==> config.mk <==
export PLATFORM = sky130hd
export DESIGN_NAME = aoup_top
export DESIGN_NICKNAME = d
export VERILOG_FILES = /design/src/verilog/aoup_pkg.sv /design/src/verilog/aoup_fifo.sv /design/src/verilog/aoup_top.sv
export SDC_FILE = /design/constraint.sdc
export NUM_CORES = 1
export LEC_CHECK = 0
export ABC_CLOCK_PERIOD_IN_PS = 3100
export BUFFER_PORTS_ARGS = -buffer_cell sky130_fd_sc_hd__buf_4
export CAP_MARGIN = 10
export CORE_MARGIN = 2
export CORE_UTILIZATION = 55
export DETAILED_ROUTE_END_ITERATION = 12
export PLACE_DENSITY = 0.82
export SLEW_MARGIN = 10
export SYNTH_ARGS = -nofsm -noshare
export SYNTH_HDL_FRONTEND = slang
export SYNTH_SLANG_ARGS = --single-unit
==> constraint.sdc <==
create_clock -name ref_clk_i -period 3.1 [get_ports ref_clk_i]
set_input_delay 0.775 -clock ref_clk_i [delete_from_list [all_inputs] [get_ports ref_clk_i]]
set_output_delay 0.775 -clock ref_clk_i [all_outputs]
set_load 0.05 [all_outputs]
==> src/verilog/aoup_pkg.sv <==
// aoup_pkg: offsets, field positions, reset values and states of the output path
package aoup_pkg;
   localparam int IO_ADDR_W = 10;
   localparam int OFF_W = 5;
   localparam logic [OFF_W-1:0] OFF_SEL = 5'h00;
   localparam logic [OFF_W-1:0] OFF_WDATA = 5'h02;
   localparam logic [OFF_W-1:0] OFF_STATUS = 5'h06;
   localparam logic [OFF_W-1:0] OFF_CFG = 5'h16;
   localparam logic [OFF_W-1:0] OFF_DIR0 = 5'h18;
   localparam logic [OFF_W-1:0] OFF_DIR1 = 5'h1A;
   localparam logic [OFF_W-1:0] OFF_QUEUE = 5'h1E;
   // indirect register numbers behind the window
   localparam logic [15:0] IX_MODE = 16'h0000;
   localparam logic [15:0] IX_UI_LO = 16'h0001;
   localparam logic [15:0] IX_UI_HI = 16'h0002;
   localparam logic [15:0] IX_UC_LO = 16'h0003;
   localparam logic [15:0] IX_UC_HI = 16'h0004;
   localparam logic [15:0] IX_BC = 16'h0005;
   localparam logic [15:0] IX_CMD = 16'h0006;
   localparam int MODE_TIMED0 = 0;
   localparam int MODE_TIMED1 = 1;
   localparam int MODE_ILV = 2;
   localparam int MODE_RETX = 3;
   localparam int MODE_VIRT = 4;
   localparam int MODE_DST = 5;
   localparam int CMD_START = 0;
   localparam int CMD_STOP = 1;
   localparam int CMD_UPD0 = 2;
   localparam int CMD_UPD1 = 3;
   localparam int CMD_CLR = 4;
   localparam int CFG_BIP = 0;
   localparam int CFG_EXT = 1;
   localparam int CFG_RGL = 2;
   localparam int CFG_CH_STRIDE = 3;
   localparam int STB_EMPTY = 0;
   localparam int STB_HALF = 1;
   localparam int STB_FULL = 2;
   localparam int STB_RUN = 3;
   localparam int STB_STALL = 4;
   localparam logic [15:0] SEL_RST = 16'h0000;
   localparam logic [15:0] MODE_RST = 16'h0000;
   localparam logic [15:0] CFG_RST = 16'h0000;
   localparam logic [23:0] UI_RST = 24'h000001;
   localparam logic [23:0] UC_RST = 24'h000001;
   localparam logic [15:0] BC_RST = 16'h0001;
   localparam logic [1:0] NEED_ONE = 2'h1;
   localparam logic [1:0] NEED_TWO = 2'h2;
   typedef enum logic [1:0] {
      AOUP_IDLE = 2'b01,
      AOUP_RUN = 2'b10
   } aoup_state_e;
endpackage : aoup_pkg

==> src/verilog/aoup_fifo.sv <==
// aoup_fifo: output sample queue with retransmit replay
`timescale 1ns/100ps
`default_nettype none
module aoup_fifo #(
   parameter int WIDTH = 16,
   parameter int DEPTH = 16
) (
   input wire logic ref_clk_i, // board clock
   input wire logic rst_i, // sync reset, high
   input wire logic clear_i, // drop all contents
   input wire logic retx_i, // keep data for replay
   input wire logic in_valid_i, // write offered
   output logic in_ready_o, // room for a write
   input wire logic [WIDTH-1:0] in_data_i, // write word
   output logic out_valid_o, // word available
   input wire logic out_ready_i, // consumer takes word
   output logic [WIDTH-1:0] out_data_o, // oldest word
   output logic [$clog2(DEPTH):0] count_o // words readable
);
   localparam int AW = $clog2(DEPTH);
   localparam logic [AW:0] DEPTH_C = (AW+1)'(DEPTH);
   logic [WIDTH-1:0] mem [DEPTH];
   logic [AW-1:0] wr_ptr, rd_ptr, next_wr_ptr, next_rd_ptr;
   logic [AW:0] count, loaded, next_count, next_loaded;
   logic push, pop, restore;

   // loaded counts every word still owned; in replay mode pops do not free
   assign in_ready_o = loaded < DEPTH_C;
   assign out_valid_o = count != '0;
   assign out_data_o = mem[rd_ptr];
   assign count_o = count;
   assign push = in_valid_i && in_ready_o;
   assign pop = out_valid_o && out_ready_i;
   // replay runs out: rewind to the first word loaded
   assign restore = retx_i && !push && loaded != '0 &&
                    (count == '0 || (pop && count == (AW+1)'(1)));

   always_comb begin
      next_wr_ptr = wr_ptr;
      next_rd_ptr = rd_ptr;
      next_count = count;
      next_loaded = loaded;
      if (clear_i) begin
         next_wr_ptr = '0;
         next_rd_ptr = '0;
         next_count = '0;
         next_loaded = '0;
      end else if (restore) begin
         next_rd_ptr = wr_ptr - loaded[AW-1:0];
         next_count = loaded;
      end else begin
         if (push) begin
            next_wr_ptr = wr_ptr + 1'b1;
         end
         if (pop) begin
            next_rd_ptr = rd_ptr + 1'b1;
         end
         next_count = count + (AW+1)'(push) - (AW+1)'(pop);
         next_loaded = loaded + (AW+1)'(push) - (AW+1)'(pop && !retx_i);
      end
   end

   always_ff @(posedge ref_clk_i) begin
      if (rst_i) begin
         wr_ptr <= '0;
         rd_ptr <= '0;
         count <= '0;
         loaded <= '0;
      end else begin
         wr_ptr <= next_wr_ptr;
         rd_ptr <= next_rd_ptr;
         count <= next_count;
         loaded <= next_loaded;
      end
   end

   always_ff @(posedge ref_clk_i) begin
      if (push && !clear_i) begin
         mem[wr_ptr] <= in_data_i;
      end
   end

   property p_full_blocks;
      @(posedge ref_clk_i) disable iff (rst_i)
      in_valid_i && !in_ready_o && !clear_i && !out_ready_i
      |=> loaded == $past(loaded);
   endproperty
   a_full_blocks: assert property (p_full_blocks)
      else $error("write into full queue changed its fill");

   property p_replay;
      @(posedge ref_clk_i) disable iff (rst_i)
      retx_i && count == '0 && loaded != '0 && !clear_i && !in_valid_i
      |=> count == $past(loaded);
   endproperty
   a_replay: assert property (p_replay)
      else $error("empty replay queue was not restored");
endmodule : aoup_fifo
`default_nettype wire

==> src/verilog/aoup_top.sv <==
// aoup_top: analog output data path, direct and timed DAC updating
`timescale 1ns/100ps
`default_nettype none
//Contract
// - direct write loads channel input stage
// - immediate mode passes direct write to output
// - timed mode output waits for update strobe
// - 24-bit interval counter makes update pulses
// - 24-bit update counter sets buffer length
// - buffer counter repeats buffer, ends sequence
// - each update fetches next word from queue
// - queue written when not full, read nonempty
// - empty queue stalls transfer until host writes
// - virtual mode clears full flag per update
// - virtual mode forwards word, stores nothing
// - full flag set again after forwarding
// - replay restores queue contents when empty
// - two-channel data alternates between DACs
// - registers decoded at base plus offset
// - indirect registers through select then data
// - immediate bypasses double buffer, timed keeps it
// - polarity, reference, reglitch from configuration
// - unipolar straight binary, bipolar two's complement
module aoup_top
   import aoup_pkg::*;
#(
   parameter int DAC_W = 12,
   parameter int FIFO_DEPTH = 16
) (
   input wire logic ref_clk_i, // 40 MHz board clock
   input wire logic rst_i, // sync reset, high
   input wire logic [IO_ADDR_W-1:0] base_addr_i, // board base address
   input wire logic [IO_ADDR_W-1:0] io_addr_i, // host I/O address
   input wire logic [15:0] io_wdata_i, // host write data
   input wire logic io_wr_i, // host write strobe
   input wire logic io_rd_i, // host read strobe
   output logic [15:0] io_rdata_o, // host read data
   output logic queue_ready_o, // queue can take a word
   output logic vfifo_full_o, // virtual full flag
   output logic running_o, // sequence active
   output logic update_pulse_o, // interval tick
   output logic [DAC_W-1:0] ch0_input_stage_o, // first buffer, ch0
   output logic [DAC_W-1:0] ch1_input_stage_o, // first buffer, ch1
   output logic [DAC_W-1:0] ch0_dac_code_o, // DAC output latch, ch0
   output logic [DAC_W-1:0] ch1_dac_code_o, // DAC output latch, ch1
   output logic channel0_update_strobe_n_o, // ch0 update, low
   output logic channel1_update_strobe_n_o, // ch1 update, low
   output logic [1:0] bipolar_o, // per channel polarity
   output logic [1:0] ext_ref_o, // per channel reference
   output logic [1:0] reglitch_o // per channel reglitch
);
   localparam int CW = $clog2(FIFO_DEPTH);
   localparam logic [CW:0] HALF = (CW+1)'(FIFO_DEPTH / 2);

   // bipolar two's complement turns offset binary for the converter
   function automatic logic [DAC_W-1:0] to_code(input logic [15:0] v,
                                                  input logic bip);
      logic [DAC_W-1:0] c;
      c = v[DAC_W-1:0];
      if (bip) begin
         c[DAC_W-1] = ~c[DAC_W-1];
      end
      return c;
   endfunction : to_code

   aoup_state_e state, next_state;
   logic [15:0] sel, mode, cfg, next_sel, next_mode, next_cfg;
   logic [23:0] ui_load, uc_load, next_ui_load, next_uc_load;
   logic [15:0] bc_load, next_bc_load;
   logic [23:0] ui_cnt, uc_cnt, next_ui_cnt, next_uc_cnt;
   logic [15:0] bc_cnt, next_bc_cnt;
   logic [1:0] need, next_need;
   logic dst, next_dst, vfull, next_vfull;
   logic str0, str1, next_str0, next_str1;
   logic [DAC_W-1:0] in0, in1, out0, out1;
   logic [DAC_W-1:0] next_in0, next_in1, next_out0, next_out1;
   logic [15:0] rdata, next_rdata, status;
   logic hit, wr_sel, wr_win, wr_cfg, wr_dir0, wr_dir1, wr_q;
   logic [OFF_W-1:0] off;
   logic start, stop, sw_upd0, sw_upd1, q_clear;
   logic upd, last_upd, pop, fwd, xfer, stall;
   logic [15:0] xfer_word;
   logic q_valid, q_ready, q_push;
   logic [15:0] q_data;
   logic [CW:0] q_count;
   logic [DAC_W-1:0] dir0_code, dir1_code;

   // 32-byte block at the board base
   assign hit = io_addr_i[IO_ADDR_W-1:OFF_W] ==
                base_addr_i[IO_ADDR_W-1:OFF_W];
   assign off = io_addr_i[OFF_W-1:0];
   assign wr_sel = io_wr_i && hit && off == OFF_SEL;
   assign wr_win = io_wr_i && hit && off == OFF_WDATA;
   assign wr_cfg = io_wr_i && hit && off == OFF_CFG;
   assign wr_dir0 = io_wr_i && hit && off == OFF_DIR0;
   assign wr_dir1 = io_wr_i && hit && off == OFF_DIR1;
   assign wr_q = io_wr_i && hit && off == OFF_QUEUE;
   assign start = wr_win && sel == IX_CMD && io_wdata_i[CMD_START];
   assign stop = wr_win && sel == IX_CMD && io_wdata_i[CMD_STOP];
   assign sw_upd0 = wr_win && sel == IX_CMD && io_wdata_i[CMD_UPD0];
   assign sw_upd1 = wr_win && sel == IX_CMD && io_wdata_i[CMD_UPD1];
   assign q_clear = wr_win && sel == IX_CMD && io_wdata_i[CMD_CLR];
   assign dir0_code = to_code(io_wdata_i, cfg[CFG_BIP]);
   assign dir1_code = to_code(io_wdata_i, cfg[CFG_CH_STRIDE+CFG_BIP]);

   // an interval load of one ticks every cycle
   assign upd = state == AOUP_RUN && ui_cnt == '0;
   assign last_upd = upd && uc_cnt <= 24'h000001 &&
                     bc_cnt <= 16'h0001;
   assign pop = state == AOUP_RUN && need != '0 && !mode[MODE_VIRT] &&
                q_valid;
   assign fwd = wr_q && mode[MODE_VIRT] && !vfull;
   assign xfer = pop || fwd;
   assign xfer_word = pop ? q_data : io_wdata_i;
   assign stall = state == AOUP_RUN && need != '0 && !mode[MODE_VIRT] &&
                  !q_valid;
   // the virtual path never enters the queue
   assign q_push = wr_q && !mode[MODE_VIRT];

   aoup_fifo #(
      .WIDTH(16),
      .DEPTH(FIFO_DEPTH)
   ) u_fifo (
      .ref_clk_i(ref_clk_i),
      .rst_i(rst_i),
      .clear_i(q_clear),
      .retx_i(mode[MODE_RETX]),
      .in_valid_i(q_push),
      .in_ready_o(q_ready),
      .in_data_i(io_wdata_i),
      .out_valid_o(q_valid),
      .out_ready_i(pop),
      .out_data_o(q_data),
      .count_o(q_count)
   );

   always_comb begin
      status = 16'h0000;
      status[STB_EMPTY] = q_count == '0;
      status[STB_HALF] = q_count >= HALF;
      status[STB_FULL] = mode[MODE_VIRT] ? vfull : !q_ready;
      status[STB_RUN] = state == AOUP_RUN;
      status[STB_STALL] = stall;
   end

   always_comb begin
      next_sel = sel;
      next_mode = mode;
      next_cfg = cfg;
      next_ui_load = ui_load;
      next_uc_load = uc_load;
      next_bc_load = bc_load;
      next_rdata = rdata;
      if (wr_sel) begin
         next_sel = io_wdata_i;
      end
      if (wr_cfg) begin
         next_cfg = io_wdata_i;
      end
      if (wr_win) begin
         unique case (sel)
            IX_MODE: next_mode = io_wdata_i;
            IX_UI_LO: next_ui_load[15:0] = io_wdata_i;
            IX_UI_HI: next_ui_load[23:16] = io_wdata_i[7:0];
            IX_UC_LO: next_uc_load[15:0] = io_wdata_i;
            IX_UC_HI: next_uc_load[23:16] = io_wdata_i[7:0];
            IX_BC: next_bc_load = io_wdata_i;
            default: next_rdata = rdata;
         endcase
      end
      if (io_rd_i) begin
         if (hit && off == OFF_SEL) begin
            next_rdata = sel;
         end else if (hit && off == OFF_STATUS) begin
            next_rdata = status;
         end else begin
            next_rdata = 16'h0000;
         end
      end
   end

   always_comb begin
      next_state = state;
      next_ui_cnt = ui_cnt;
      next_uc_cnt = uc_cnt;
      next_bc_cnt = bc_cnt;
      next_need = need;
      next_dst = dst;
      next_vfull = vfull;
      next_in0 = in0;
      next_in1 = in1;
      next_out0 = out0;
      next_out1 = out1;
      // interval strobes only reach channels held in timed mode; software strobes reach either channel
      next_str0 = (upd && mode[MODE_TIMED0]) || sw_upd0;
      next_str1 = (upd && mode[MODE_TIMED1]) || sw_upd1;
      if (str0) begin
         next_out0 = in0;
      end
      if (str1) begin
         next_out1 = in1;
      end
      // transfer of the next word into the selected first buffer
      if (xfer) begin
         if (!dst) begin
            next_in0 = to_code(xfer_word, cfg[CFG_BIP]);
            if (!mode[MODE_TIMED0]) begin
               next_out0 = next_in0;
            end
         end else begin
            next_in1 = to_code(xfer_word, cfg[CFG_CH_STRIDE+CFG_BIP]);
            if (!mode[MODE_TIMED1]) begin
               next_out1 = next_in1;
            end
         end
         next_need = need - 2'h1;
         if (mode[MODE_ILV]) begin
            next_dst = !dst;
         end
         if (fwd && need == NEED_ONE) begin
            next_vfull = 1'b1;
         end
      end
      // a direct write takes the first buffer over a transfer
      if (wr_dir0) begin
         next_in0 = dir0_code;
         if (!mode[MODE_TIMED0]) begin
            next_out0 = dir0_code;
         end
      end
      if (wr_dir1) begin
         next_in1 = dir1_code;
         if (!mode[MODE_TIMED1]) begin
            next_out1 = dir1_code;
         end
      end
      unique case (state)
         AOUP_IDLE: begin
            if (start) begin
               next_state = AOUP_RUN;
               next_ui_cnt = ui_load - 24'h000001;
               next_uc_cnt = uc_load;
               next_bc_cnt = bc_load;
               // prime the first buffer before the first tick
               next_need = mode[MODE_ILV] ? NEED_TWO : NEED_ONE;
               next_dst = mode[MODE_ILV] ? 1'b0 : mode[MODE_DST];
               next_vfull = !mode[MODE_VIRT];
            end
         end
         AOUP_RUN: begin
            if (stop) begin
               next_state = AOUP_IDLE;
               next_need = '0;
               next_vfull = 1'b1;
            end else if (upd) begin
               next_ui_cnt = ui_load - 24'h000001;
               if (last_upd) begin
                  next_state = AOUP_IDLE;
                  next_need = '0;
                  next_vfull = 1'b1;
               end else begin
                  if (uc_cnt <= 24'h000001) begin
                     next_uc_cnt = uc_load;
                     next_bc_cnt = bc_cnt - 16'h0001;
                  end else begin
                     next_uc_cnt = uc_cnt - 24'h000001;
                  end
                  // words not yet delivered are skipped, not queued
                  next_need = mode[MODE_ILV] ? NEED_TWO : NEED_ONE;
                  next_dst = mode[MODE_ILV] ? 1'b0 : mode[MODE_DST];
                  if (mode[MODE_VIRT]) begin
                     next_vfull = 1'b0;
                  end
               end
            end else begin
               next_ui_cnt = ui_cnt - 24'h000001;
            end
         end
      endcase
   end

   always_ff @(posedge ref_clk_i) begin
      if (rst_i) begin
         sel <= SEL_RST;
         mode <= MODE_RST;
         cfg <= CFG_RST;
         ui_load <= UI_RST;
         uc_load <= UC_RST;
         bc_load <= BC_RST;
         rdata <= 16'h0000;
         state <= AOUP_IDLE;
         ui_cnt <= '0;
         uc_cnt <= '0;
         bc_cnt <= '0;
         need <= '0;
         dst <= 1'b0;
         vfull <= 1'b1;
         str0 <= 1'b0;
         str1 <= 1'b0;
         in0 <= '0;
         in1 <= '0;
         out0 <= '0;
         out1 <= '0;
      end else begin
         sel <= next_sel;
         mode <= next_mode;
         cfg <= next_cfg;
         ui_load <= next_ui_load;
         uc_load <= next_uc_load;
         bc_load <= next_bc_load;
         rdata <= next_rdata;
         state <= next_state;
         ui_cnt <= next_ui_cnt;
         uc_cnt <= next_uc_cnt;
         bc_cnt <= next_bc_cnt;
         need <= next_need;
         dst <= next_dst;
         vfull <= next_vfull;
         str0 <= next_str0;
         str1 <= next_str1;
         in0 <= next_in0;
         in1 <= next_in1;
         out0 <= next_out0;
         out1 <= next_out1;
      end
   end

   assign io_rdata_o = rdata;
   assign queue_ready_o = q_ready;
   assign vfifo_full_o = vfull;
   assign running_o = state == AOUP_RUN;
   assign update_pulse_o = upd;
   assign ch0_input_stage_o = in0;
   assign ch1_input_stage_o = in1;
   assign ch0_dac_code_o = out0;
   assign ch1_dac_code_o = out1;
   assign channel0_update_strobe_n_o = !str0;
   assign channel1_update_strobe_n_o = !str1;
   assign bipolar_o = {cfg[CFG_CH_STRIDE+CFG_BIP], cfg[CFG_BIP]};
   assign ext_ref_o = {cfg[CFG_CH_STRIDE+CFG_EXT], cfg[CFG_EXT]};
   assign reglitch_o = {cfg[CFG_CH_STRIDE+CFG_RGL], cfg[CFG_RGL]};

   property p_direct_load;
      @(posedge ref_clk_i) disable iff (rst_i)
      wr_dir0 |=> in0 == $past(dir0_code);
   endproperty
   a_direct_load: assert property (p_direct_load)
      else $error("direct write missed channel 0 input stage");

   property p_immediate;
      @(posedge ref_clk_i) disable iff (rst_i)
      wr_dir1 && !mode[MODE_TIMED1] |=> out1 == $past(dir1_code);
   endproperty
   a_immediate: assert property (p_immediate)
      else $error("immediate write did not reach channel 1 output");

   property p_timed_hold;
      @(posedge ref_clk_i) disable iff (rst_i)
      wr_dir0 && mode[MODE_TIMED0] && !str0 |=> $stable(out0);
   endproperty
   a_timed_hold: assert property (p_timed_hold)
      else $error("timed channel output changed on a data write");

   property p_strobe_load;
      @(posedge ref_clk_i) disable iff (rst_i)
      !channel0_update_strobe_n_o |=> out0 == $past(in0);
   endproperty
   a_strobe_load: assert property (p_strobe_load)
      else $error("update strobe did not load channel 0 output");

   property p_interval;
      @(posedge ref_clk_i) disable iff (rst_i)
      upd && !stop && !last_upd ##1 ui_load == $past(ui_load)
      |-> ui_cnt == ui_load - 24'h000001;
   endproperty
   a_interval: assert property (p_interval)
      else $error("interval counter not reloaded after tick");

   property p_start_load;
      @(posedge ref_clk_i) disable iff (rst_i)
      state == AOUP_IDLE && start
      |=> uc_cnt == $past(uc_load) && bc_cnt == $past(bc_load);
   endproperty
   a_start_load: assert property (p_start_load)
      else $error("update or buffer counter not loaded at start");

   property p_sequence_end;
      @(posedge ref_clk_i) disable iff (rst_i)
      last_upd && !stop |=> state == AOUP_IDLE && need == '0;
   endproperty
   a_sequence_end: assert property (p_sequence_end)
      else $error("sequence did not end on its final update");

   property p_stall;
      @(posedge ref_clk_i) disable iff (rst_i)
      stall && !wr_dir0 && !dst |=> $stable(in0);
   endproperty
   a_stall: assert property (p_stall)
      else $error("transfer happened from an empty queue");

   property p_vclear;
      @(posedge ref_clk_i) disable iff (rst_i)
      upd && mode[MODE_VIRT] && !last_upd && !stop |=> !vfull;
   endproperty
   a_vclear: assert property (p_vclear)
      else $error("virtual full flag not cleared on update");

   property p_vset;
      @(posedge ref_clk_i) disable iff (rst_i)
      fwd && need == NEED_ONE && !upd |=> vfull;
   endproperty
   a_vset: assert property (p_vset)
      else $error("virtual full flag not set after forwarding");

   property p_alternate;
      @(posedge ref_clk_i) disable iff (rst_i)
      pop && mode[MODE_ILV] && !dst && !upd && !start |=> dst;
   endproperty
   a_alternate: assert property (p_alternate)
      else $error("interleaved transfer did not move to channel 1");

   property p_reset_state;
      @(posedge ref_clk_i) disable iff (rst_i)
      $past(rst_i) |-> vfull && state == AOUP_IDLE && q_count == '0;
   endproperty
   a_reset_state: assert property (p_reset_state)
      else $error("state after reset is not empty and idle");
endmodule : aoup_top
`default_nettype wire

==> summary.md, run 1 <==
| Metric | Value |
|---|---|
| Outcome | `finished clean` |
| Commonest non-fill, non-tap cells in the layout | `dfxtp_1, nand2_1, buf_4, edfxtp_1, a21oi_1` |
| Core box area | `36430 sq um` |
| Synth Area in Adders | `2.213%` |
| Arr. time, crit path | `2310 ps` |
| DRC | `0` |
| Share of layout cells above drive strength 1 | `a little under a fifth` |
| Syn Area/Cell | `10.34 sq um` |
| Reg2Reg Depth | `17` |
| Clock slew seen by the registers of the worst setup and hold paths | `60 ps` |
| Final max-slew violation count | `0` |
| Predominant post-synthesis flop cell | `dfxtp_1` |
| Final instance area | `between 20000 and 25000 sq um` |
| Commonest non-fill, non-tap cell in the layout | `dfxtp_1` |
| Largest family of logic cells by synthesized area | `simple AND/OR/NAND/NOR gates` |
| CP required | `2320 ps` |
| CTS max path bufs | `3` |
| First-pass GRT wire length | `87.57 mm` |
| Mapped Nets | `2032` |
| Post-Syn Instances | `1958` |
| Worst-Skew Late Latency | `590 ps` |
| Seq cells post-synth | `442` |
| Die area | `38360 sq um` |
| Cells on Worst Hold Path | `2` |
| Post-Syn Area | `20240 sq um` |
| Pwr dens | `555.7 nW/um^2` |
| IO Count | `116` |
| Cells after DPL | `2505` |
| CP Capture Type | `output port` |
| Post-synth EDFFs | `192` |
| Diodes inserted | `0` |
| Non-Filler Instances | `2597` |
| CTS tree | `done` |
| Initial Util | `55.56%` |
| Core Rows | `70` |
| Clk root buf | `clkbuf_16` |
| Setup TNS | `0 ps` |
| Routed WL | `56.26 mm` |
| Final Power | `13270 uW` |
| Routed WL per cell | `roughly 22 um` |
| H-Tree Level Count | `2` |
| Synth top area share | `between 20% and 30%` |
| Setup violations, final | `0` |
| Die H | `~200 um` |
| Synth area leader | `edfxtp_1` |
| All-Layer GR Usage | `29.07%` |
| Leak Pwr | `approximately 0.0083 uW` |
| Global route overflow | `0` |
| Tcrit/Tclk final | `99.60%` |
| YS warnings | `0` |
| Post-Synth Simple-Gate Area | `16.03%` |
| Startpoint Class | `register` |
| Synth Area in Compound Gates | `approximately 14%` |
| Post-detail-place hpwl | `35.95 mm` |
| Maximum VDD drop | `0.0004553 V` |
| I/O Buffers | `110` |
| Path type of the worst setup path | `reg -> out` |
| Nets | `about 2200` |
| Num CTS Buffers | `45` |
| Synth cell types | `76` |
| Vias in the first global route | `approximately 16000` |
| Crit Path Max Fanout | `6` |
| Final hold violations | `0` |
| Area Growth Syn to Fin | `17.96%` |
| Gpl congestion | `0.9067` |
| DRT antenna net count | `0` |
| Cts hold-fix bufs | `0` |
| Achievable frequency | `0.3239 GHz` |
| DR vias | `16320` |
| Post-synthesis sequential area ratio | `around 53%` |
| Clock skew | `17.08 ps` |
| Mux contribution to synthesized area | `8.814%` |
| Hold Path Class | `reg -> reg` |
| XOR/XNOR Fraction of Synth Area | `2.077%` |
| Top cells by area, synth | `edfxtp_1, dfxtp_1, mux4_2` |
| Avg Vias per Cell | `between 6 and 7` |
| Slew margin rel. | `32.13%` |
| Period minus WS final | `3088 ps` |
| Pin count of the biggest net entering global routing | `135` |
| MaxCap Viol Count | `0` |
| Post-synth ARST share | `0%` |
| Drt first pass iters | `6` |
| Placement Cell Area | `22060 sq um` |
| DR iter-0 viols | `1489` |
| Worst Max-Slew Pin Slew | `1018 ps` |
| CTS sink count | `roughly 440` |
| Chip width | `approximately 200 um` |
| Antenna violations before repair | `0` |
## per-layer routing
metal	GRT usage [%]	vias to the layer above	part of all wire, %	wire length [um]
met5	0	-	0	0
met4	12.21	0	3.5	1963
met3	4.263	131	8.2	4589
met2	49.39	783	49	27810
met1	37.41	7933	39	21900
li1	-	7468	-	-
## cells in the mapped netlist (15+ instances only)
master and instances:
ha_1 31, nor4_1 25, edfxtp_1 192, mux2i_1 68
a211oi_1 19, clkbuf_1 97, or3_1 15, o22ai_1 19
a21o_1 19, xor2_1 21, nor3_1 46, o32ai_1 36
inv_1 44, nand2b_1 19, buf_2 29, nand2_1 236
dfxtp_1 250, a21oi_1 186, xnor2_1 27, o21ai_0 87
a22oi_1 17, nand3_1 78, nor2_1 164, mux4_2 48
## report_power, final
group	internal [uW]	switching, uW	total, uW
logic	378	771	1150
registers	6110	59.5	6170
clock network	3570	2370	5950
## through the flow
step / setup slack (ps) / hold WS (ps) / utilization, %
floorplan: 7.101 / 427.3 / -
global placement: -174.7 / 436.1 / 60.56
detailed placement: -251.6 / 445.6 / 60.56
CTS: -28.40 / 454.7 / 65.29
global route: -25.74 / 478.9 / 65.54
finish: 12.49 / 454.3 / 65.54
## registers in the layout, indices dropped and copies added (netlist names), 6 cells and up, named ones only
signal and cells:
bc_cnt 16, bc_load 16, cfg 6, ch0_dac_code_o 12, ch0_input_stage_o 12, ch1_dac_code_o 12, ch1_input_stage_o 12, io_rdata_o 16
mode 6, sel 16, u_fifo.mem 192, uc_cnt 24, uc_load 24, ui_cnt 24, ui_load 24
## critical path, stage by stage, from the launching register on
cell	delay, ps
dfxtp_1	350
or3_4	450
nor3_4	290
nand2_2	120
nor4_4	310
buf_6	200
## area by class of cell
type	instances	area, sq um
Multi-Input combinational cell	1332	8902
Tap cell	468	585.6
Clock inverter	31	440.4
Clock buffer	53	1176
Sequential cell	442	10780
Fill cell	2638	12560
Inverter	46	172.7
Timing Repair Buffer	225	1826
## path summary, 6_finish.rpt
kind                          start               end  slack (ps)
setup / recovery          ui_cnt[8]    update_pulse_o          10
hold / removal           bc_load[5]        bc_load[5]         450
setup reg to reg  u_fifo.count_o[3]  u_fifo.loaded[4]         140
hold reg to reg          bc_load[5]        bc_load[5]         450
## kinds of logic after synthesis
family / after synthesis
muxes: 118
and+or+nand+nor: 674
AOI/OAI and AO/OA: 458
xor gates and xnor gates: 48
DFF: 442
buffers and inverters: 184
adders and majority gates: 34
## what timing repair did
action | in CTS | in global routing
buffers inserted | 2 | 6
gates resized for setup | 20 | 12
pin swaps | 8 | 9
endpoints found under the setup margin | 13 | 4
Power figures use the tool's default switching activity.
==> run 2: changes to the inputs <==
- GPL_TIMING_DRIVEN: not set -> 0
==> run 2 against run 1 <==
Clock skew grew 5.5 ps. Sequential power is essentially flat. Clock-buffer cell count rose by 9. Clock power decreased by 1%. Utilization down 0.59 points. Cell count up 1.4%. Fmax up 0.91%. Sequential cell count unchanged. Global-route usage rose by 3.1 points. Critical endpoint unchanged. Sequential share of layout area grew 0.41 points.
==> summary.md, run 2 (same netlist as run 1, synthesis figures left out) <==
| Metric | Value |
|---|---|
| Hold Path Class | `reg -> reg` |
| P_sw | `3354 uW (+4.7%)` |
| Routed WL | `61.97 mm (+10%)` |
| Tcrit/Tclk final | `98.70% (-0.89 points)` |
| Final max-slew violation count | `0 (unchanged)` |
| First-pass GRT wire length | `94.83 mm (+8.3%)` |
| Top reg by flops | `u_fifo.mem` |
| Worst Max-Slew Pin Slew | `1038 ps (+19.97 ps)` |
| Vias in the first global route | `16570 (+5.3%)` |
| Final Power | `13210 uW (-0.44%)` |
| CTS tree | `done` |
| Outcome | `finished clean` |
| Initial Util | `55.56% (unchanged)` |
| Setup TNS | `0 ps (unchanged)` |
| Pin count of the biggest net entering global routing | `22 (-84%)` |
| Nets | `2202 (+1.7%)` |
| Pwr dens | `558.3 nW/um^2 (+0.47%)` |
| Path type of the worst setup path | `reg -> out` |
| DRT antenna net count | `0 (unchanged)` |
| Commonest non-fill, non-tap cell in the layout | `dfxtp_1` |
| Die H | `195.9 um (unchanged)` |
| DRC | `0 (unchanged)` |
| H-Tree Level Count | `2 (unchanged)` |
| Avg Vias per Cell | `6.472 (+3.0%)` |
| Crit path to | `update_pulse_o` |
| Setup violations, final | `0 (unchanged)` |
| Internal power | `9857 uW (-2.1%)` |
| Slew margin rel. | `30.80% (-1.3 points)` |
| Worst-Skew Late Latency | `620 ps (+30 ps)` |
| CTS max path bufs | `3 (unchanged)` |
| MaxCap Viol Count | `0 (unchanged)` |
| Clock slew seen by the registers of the worst setup and hold paths | `60 ps (about the same)` |
| Worst r2r dst | `bc_cnt[10]` |
| Global route overflow | `0 (unchanged)` |
| Clock network power share | `44.5% (-0.3 points)` |
| IO Count | `116 (unchanged)` |
| CP Capture Type | `output port` |
| Core Rows | `70 (unchanged)` |
| Post-detail-place hpwl | `41.12 mm (+14%)` |
| Core box area | `36430 sq um (unchanged)` |
| Clock skew | `22.61 ps (+5.521 ps)` |
| Leak Pwr | `0.008138 uW (-2.4%)` |
| Routed WL per cell | `23.53 um (+8.6%)` |
| Die area | `38360 sq um (unchanged)` |
| Maximum VDD drop | `0.0004976 V (+9.3%)` |
| Antenna violations before repair | `0 (unchanged)` |
| CTS sink count | `442 (unchanged)` |
| Diodes inserted | `0 (unchanged)` |
| Crit Path Max Fanout | `10 (+4)` |
| Num CTS Buffers | `46 (+2.2%)` |
| CP required | `2320 ps (about the same)` |
| Share of total power in sequential cells | `46.8% (+0.3 points)` |
| Share of layout cells above drive strength 1 | `17.04% (-2.1 points)` |
| Comb pwr share | `8.7% (about the same)` |
| DR iter-0 viols | `1779 (+19%)` |
| Gpl congestion | `0.9698 (+7.0%)` |
| Drt first pass iters | `6 (unchanged)` |
| Post-layout utilization of the core | `64.95% (-0.59 points)` |
| Final hold violations | `0 (unchanged)` |
| Arr. time, crit path | `2280 ps (-30 ps)` |
| DR vias | `17050 (+4.5%)` |
| FILL cells | `2676 (+1.4%)` |
| Placement Cell Area | `21720 sq um (-1.6%)` |
| Clk root buf | `clkbuf_16` |
| All-Layer GR Usage | `32.14% (+3.1 points)` |
| Chip width | `195.9 um (unchanged)` |
| Sw Ratio | `25.39% (+1.2 points)` |
| Period minus WS final | `3060 ps (-27.74 ps)` |
| Worst setup path startpoint | `state[0]` |
| Max reg flops | `192 (unchanged)` |
| Commonest non-fill, non-tap cells in the layout | `dfxtp_1, nand2_1, edfxtp_1, a21oi_1, nor2_1` |
| Startpoint Class | `register` |
| Achievable frequency | `0.3268 GHz (+0.91%)` |
| Reg2Reg Depth | `8 (-9)` |
| Reg2reg setup slack | `140 ps (about the same)` |
| FF-to-FF Start | `sel[3]` |
| I/O Buffers | `109 (-0.91%)` |
| Final instance area | `23660 sq um (-0.90%)` |
| Area Growth Syn to Fin | `16.90%` |
## run 2: cell types whose count changed in the layout (fill, tap and decap cells not counted), moves of 10 or more
cell / delta
buf_12: -10
buf_2: +27
buf_4: -83
clkbuf_1: +89
nor2_1: -12
nor2_2: +12
## run 2: how the worst min path moves through the flow
stage,cells after the start,slack [ps],from,endpoint
after floorplan,2,430,uc_load[13],uc_load[13]
after global placement,2,440,mode[5],mode[5]
after detailed placement,2,450,bc_load[1],bc_load[1]
after CTS,2,450,bc_load[5],bc_load[5]
after global routing,2,470,bc_load[14],bc_load[14]
final,2,450,bc_load[14],bc_load[14]
## run 2: area by class of cell
cell class,instances,area (sq um),area share [%]
inverters,46,177.7,0.7508
clock buffers,62,1261,5.330
multi-input cells,1332,8986,37.97
plain buffers,133,574.3,2.427
well taps,468,585.6,2.474
flip-flops and latches,442,10780,45.53
clock inverters,24,346.6,1.465
repair buffers,127,957.2,4.045
## run 2: power by group through the flow
stage	Clock, uW	Combinational, uW	Sequential, uW
after floorplan	0	666	6300
after global placement	0	1040	6290
after detailed placement	0	1060	6300
after CTS	5890	1080	6170
after global routing	6140	1230	6180
final	5880	1150	6180
## run 2: worst max-delay path, cell delays in order (launching register included)
cell and delay [ps]:
dfxtp_1 310, nand2b_1 140, buf_4 190, clkbuf_2 220, clkbuf_4 270, nor4_2 300
buf_4 250
## run 2: layer usage
metal	part of all wire, %	GRT usage, %	vias up
met4	5.6	18.49	0
met5	0	0	-
met2	48	53.12	1059
li1	-	-	7556
met3	9.9	5.467	216
met1	37	40.13	8216
## run 2: repair_timing
action | in CTS | in global routing
buffers inserted | 7 | 8
hold buffers | 0 | 0
resized for setup | 51 | 30
pin swaps | 9 | 9
endpoints found under the setup margin | 164 | 295
## run 2: through the flow
step / setup WS, ps / hold slack [ps] / cells
2_1_floorplan: 7.101 / 427.3 / 1958
3_3_place_gp: -1354 / 439.0 / 2535
3_5_place_dp: -876.2 / 445.7 / 2538
4_1_cts: -101.1 / 453.3 / 2629
5_1_grt: -3.088 / 472.8 / 2634
6_report: 40.23 / 452.1 / 2634
==> run 3: changes to the inputs <==
- BUFFER_PORTS_ARGS: -buffer_cell sky130_fd_sc_hd__buf_4 -> -buffer_cell sky130_fd_sc_hd__buf_2
- PLACE_DENSITY: 0.82 -> 0.76
==> run 3 against run 2 <==
Critical path depth stayed put. Global-route usage is 0.73 points lower. Die area stayed put. Routed wire length is 1.9% lower. Sequential power hardly changed. Critical path type unchanged. Largest cell class unchanged.
==> summary.md, run 3 (same netlist as run 1, synthesis figures left out) <==
| Metric | Value |
|---|---|
| Clock slew seen by the registers of the worst setup and hold paths | `60 ps (about the same)` |
| Startpoint Class | `register` |
| Core Rows | `70 (unchanged)` |
| CTS max path bufs | `3 (unchanged)` |
| DR vias | `16740 (-1.8%)` |
| Critical-path top delay cell | `dfxtp_1` |
| Post-detail-place hpwl | `41.31 mm (+0.46%)` |
| Internal power | `9902 uW (+0.45%)` |
| Chip width | `195.9 um (unchanged)` |
| Period minus WS final | `3025 ps (-34.56 ps)` |
| Pwr dens | `562.1 nW/um^2 (+0.68%)` |
| Area Growth Syn to Fin | `16.04%` |
| Vias in the first global route | `16440 (-0.79%)` |
| Final Power | `13200 uW (about the same)` |
| Comb pwr share | `8.6% (about the same)` |
| Post-place setup slack | `-1058 ps (-181.7 ps)` |
| Avg Vias per Cell | `6.349 (-1.9%)` |
| Commonest non-fill, non-tap cell in the layout | `dfxtp_1` |
| Clk root buf | `clkbuf_16` |
| Die area | `38360 sq um (unchanged)` |
| Num CTS Buffers | `46 (unchanged)` |
| Clock skew | `26.97 ps (+4.360 ps)` |
| Pin count of the biggest net entering global routing | `22 (unchanged)` |
| Final setup margin | `74.79 ps (+34.56 ps)` |
| Top delay family on crit path | `buffers and inverters` |
| All-Layer GR Usage | `31.41% (-0.73 points)` |
| Crit Path Max Fanout | `10 (unchanged)` |
| IO Count | `116 (unchanged)` |
| Top reg by flops | `u_fifo.mem` |
| Cells after DPL | `2540 (+0.079%)` |
| FILL cells | `2839 (+6.1%)` |
| Slew margin rel. | `26.69% (-4.1 points)` |
| CTS sink count | `442 (unchanged)` |
| DRT antenna net count | `0 (unchanged)` |
| Final hold violations | `0 (unchanged)` |
| Max reg flops | `192 (unchanged)` |
| Slowest stage delay, CP | `320 ps (about the same)` |
| Antenna violations before repair | `1 (+1)` |
| Nets | `2208 (+0.27%)` |
| Path type of the worst setup path | `reg -> out` |
| Critical Path Most Common Cell | `buf_4` |
| CTS tree | `done` |
| First-pass GRT wire length | `93.06 mm (-1.9%)` |
| Commonest non-fill, non-tap cells in the layout | `dfxtp_1, nand2_1, edfxtp_1, a21oi_1, nor2_1` |
| Drt first pass iters | `6 (unchanged)` |
| Global route overflow | `0 (unchanged)` |
| Placement Cell Area | `21470 sq um (-1.1%)` |
| MaxCap Viol Count | `0 (unchanged)` |
| Critical Path, Cell by Cell | `nand2b_1, buf_4, inv_1, clkbuf_8, clkbuf_4, buf_4` |
| P_sw | `3302 uW (-1.6%)` |
| Worst-Skew Late Latency | `610 ps (about the same)` |
| Arr. time, crit path | `2250 ps (-30 ps)` |
| Setup violations, final | `0 (unchanged)` |
| Outcome | `finished clean` |
| Initial Util | `55.56% (unchanged)` |
| Clock network power share | `44.6% (about the same)` |
| DR iter-0 viols | `1583 (-11%)` |
| Core box area | `36430 sq um (unchanged)` |
| Leak Pwr | `0.008132 uW (about the same)` |
| Die H | `195.9 um (unchanged)` |
| Final instance area | `23490 sq um (-0.73%)` |
| RSZ-0062 raised after global routing | `no` |
| Worst Max-Slew Pin Slew | `1095 ps (+56.49 ps)` |
| Gpl congestion | `0.9434 (-2.7%)` |
| Share of total power in sequential cells | `46.8% (about the same)` |
| Share of layout cells above drive strength 1 | `17.07% (+0.030 points)` |
| DRC | `0 (unchanged)` |
| Sw Ratio | `25.01% (-0.38 points)` |
| Non-Filler Instances | `2636 (+0.076%)` |
| CP required | `2320 ps (about the same)` |
| Final max-slew violation count | `0 (unchanged)` |
| Setup TNS | `0 ps (unchanged)` |
| WP buf/inv | `5 (+1)` |
| Routed WL per cell | `23.07 um (-2.0%)` |
| Multi-input gate area | `8992 sq um (about the same)` |
| Tcrit/Tclk final | `97.59% (-1.1 points)` |
| CP Capture Type | `output port` |
| Hold Path Class | `reg -> reg` |
| Routed WL | `60.80 mm (-1.9%)` |
| Register area | `10780 sq um (about the same)` |
| Diodes inserted | `0 (unchanged)` |
| Maximum VDD drop | `0.0004963 V (-0.26%)` |
| I/O Buffers | `109 (unchanged)` |
| H-Tree Level Count | `2 (unchanged)` |
| Achievable frequency | `0.3306 GHz (+1.1%)` |
-- run 3: path summary, 6_finish.rpt --
check / startpoint / to / slack, ps / cells after the start
hold / removal: mode[5] / mode[5] / 450 / 2
setup reg to reg: sel[3] / ui_cnt[5] / 100 / 7
setup / recovery: state[0] / running_o / 70 / 6
hold reg to reg: mode[5] / mode[5] / 450 / 2
-- run 3: cell type report --
class | instances | share of cell area, %
repair buffers | 133 | 3.297
multi-input cells | 1332 | 38.28
inverters | 46 | 0.7883
flip-flops and latches | 442 | 45.88
plain buffers | 133 | 2.482
well taps | 468 | 2.493
clock inverters | 27 | 1.651
clock buffers | 55 | 5.129
-- run 3: stage by stage --
stage / hold slack, ps / utilization, %
after detailed placement: 444.2 / 58.94
after floorplan: 427.3 / -
after CTS: 452.5 / 63.94
after global placement: 434.1 / 58.74
final: 450.1 / 64.47
after global routing: 472.7 / 64.47
-- run 3: power groups by stage --
stage                     sequential (uW)  combinational [uW]  clock (uW)
after floorplan                      6300                 666           0
after detailed placement             6300                1050           0
after global routing                 6180                1210        6130
final                                6180                1130        5890
after CTS                            6170                1080        5910
after global placement               6290                1030           0
-- run 3: worst reg2reg max path, delay by kind of cell, from the launching register on --
kind,cells,cell delay (ps)
compound gates,2,390
buf+inv,1,370
flops,1,340
simple gates,4,1740
-- run 3: metal layers --
metal	part of all wire [%]	global-route usage, %
met1	39	39.87
met2	48	52.52
met3	8.0	4.865
met4	4.6	15.91
met5	0.012	0
-- run 3: repair_timing --
item,4_1_cts,5_1_grt
endpoints found under the setup margin,115,261
hold buffers,0,0
buffers inserted,8,11
gates resized for setup,47,31
pin swaps,8,15
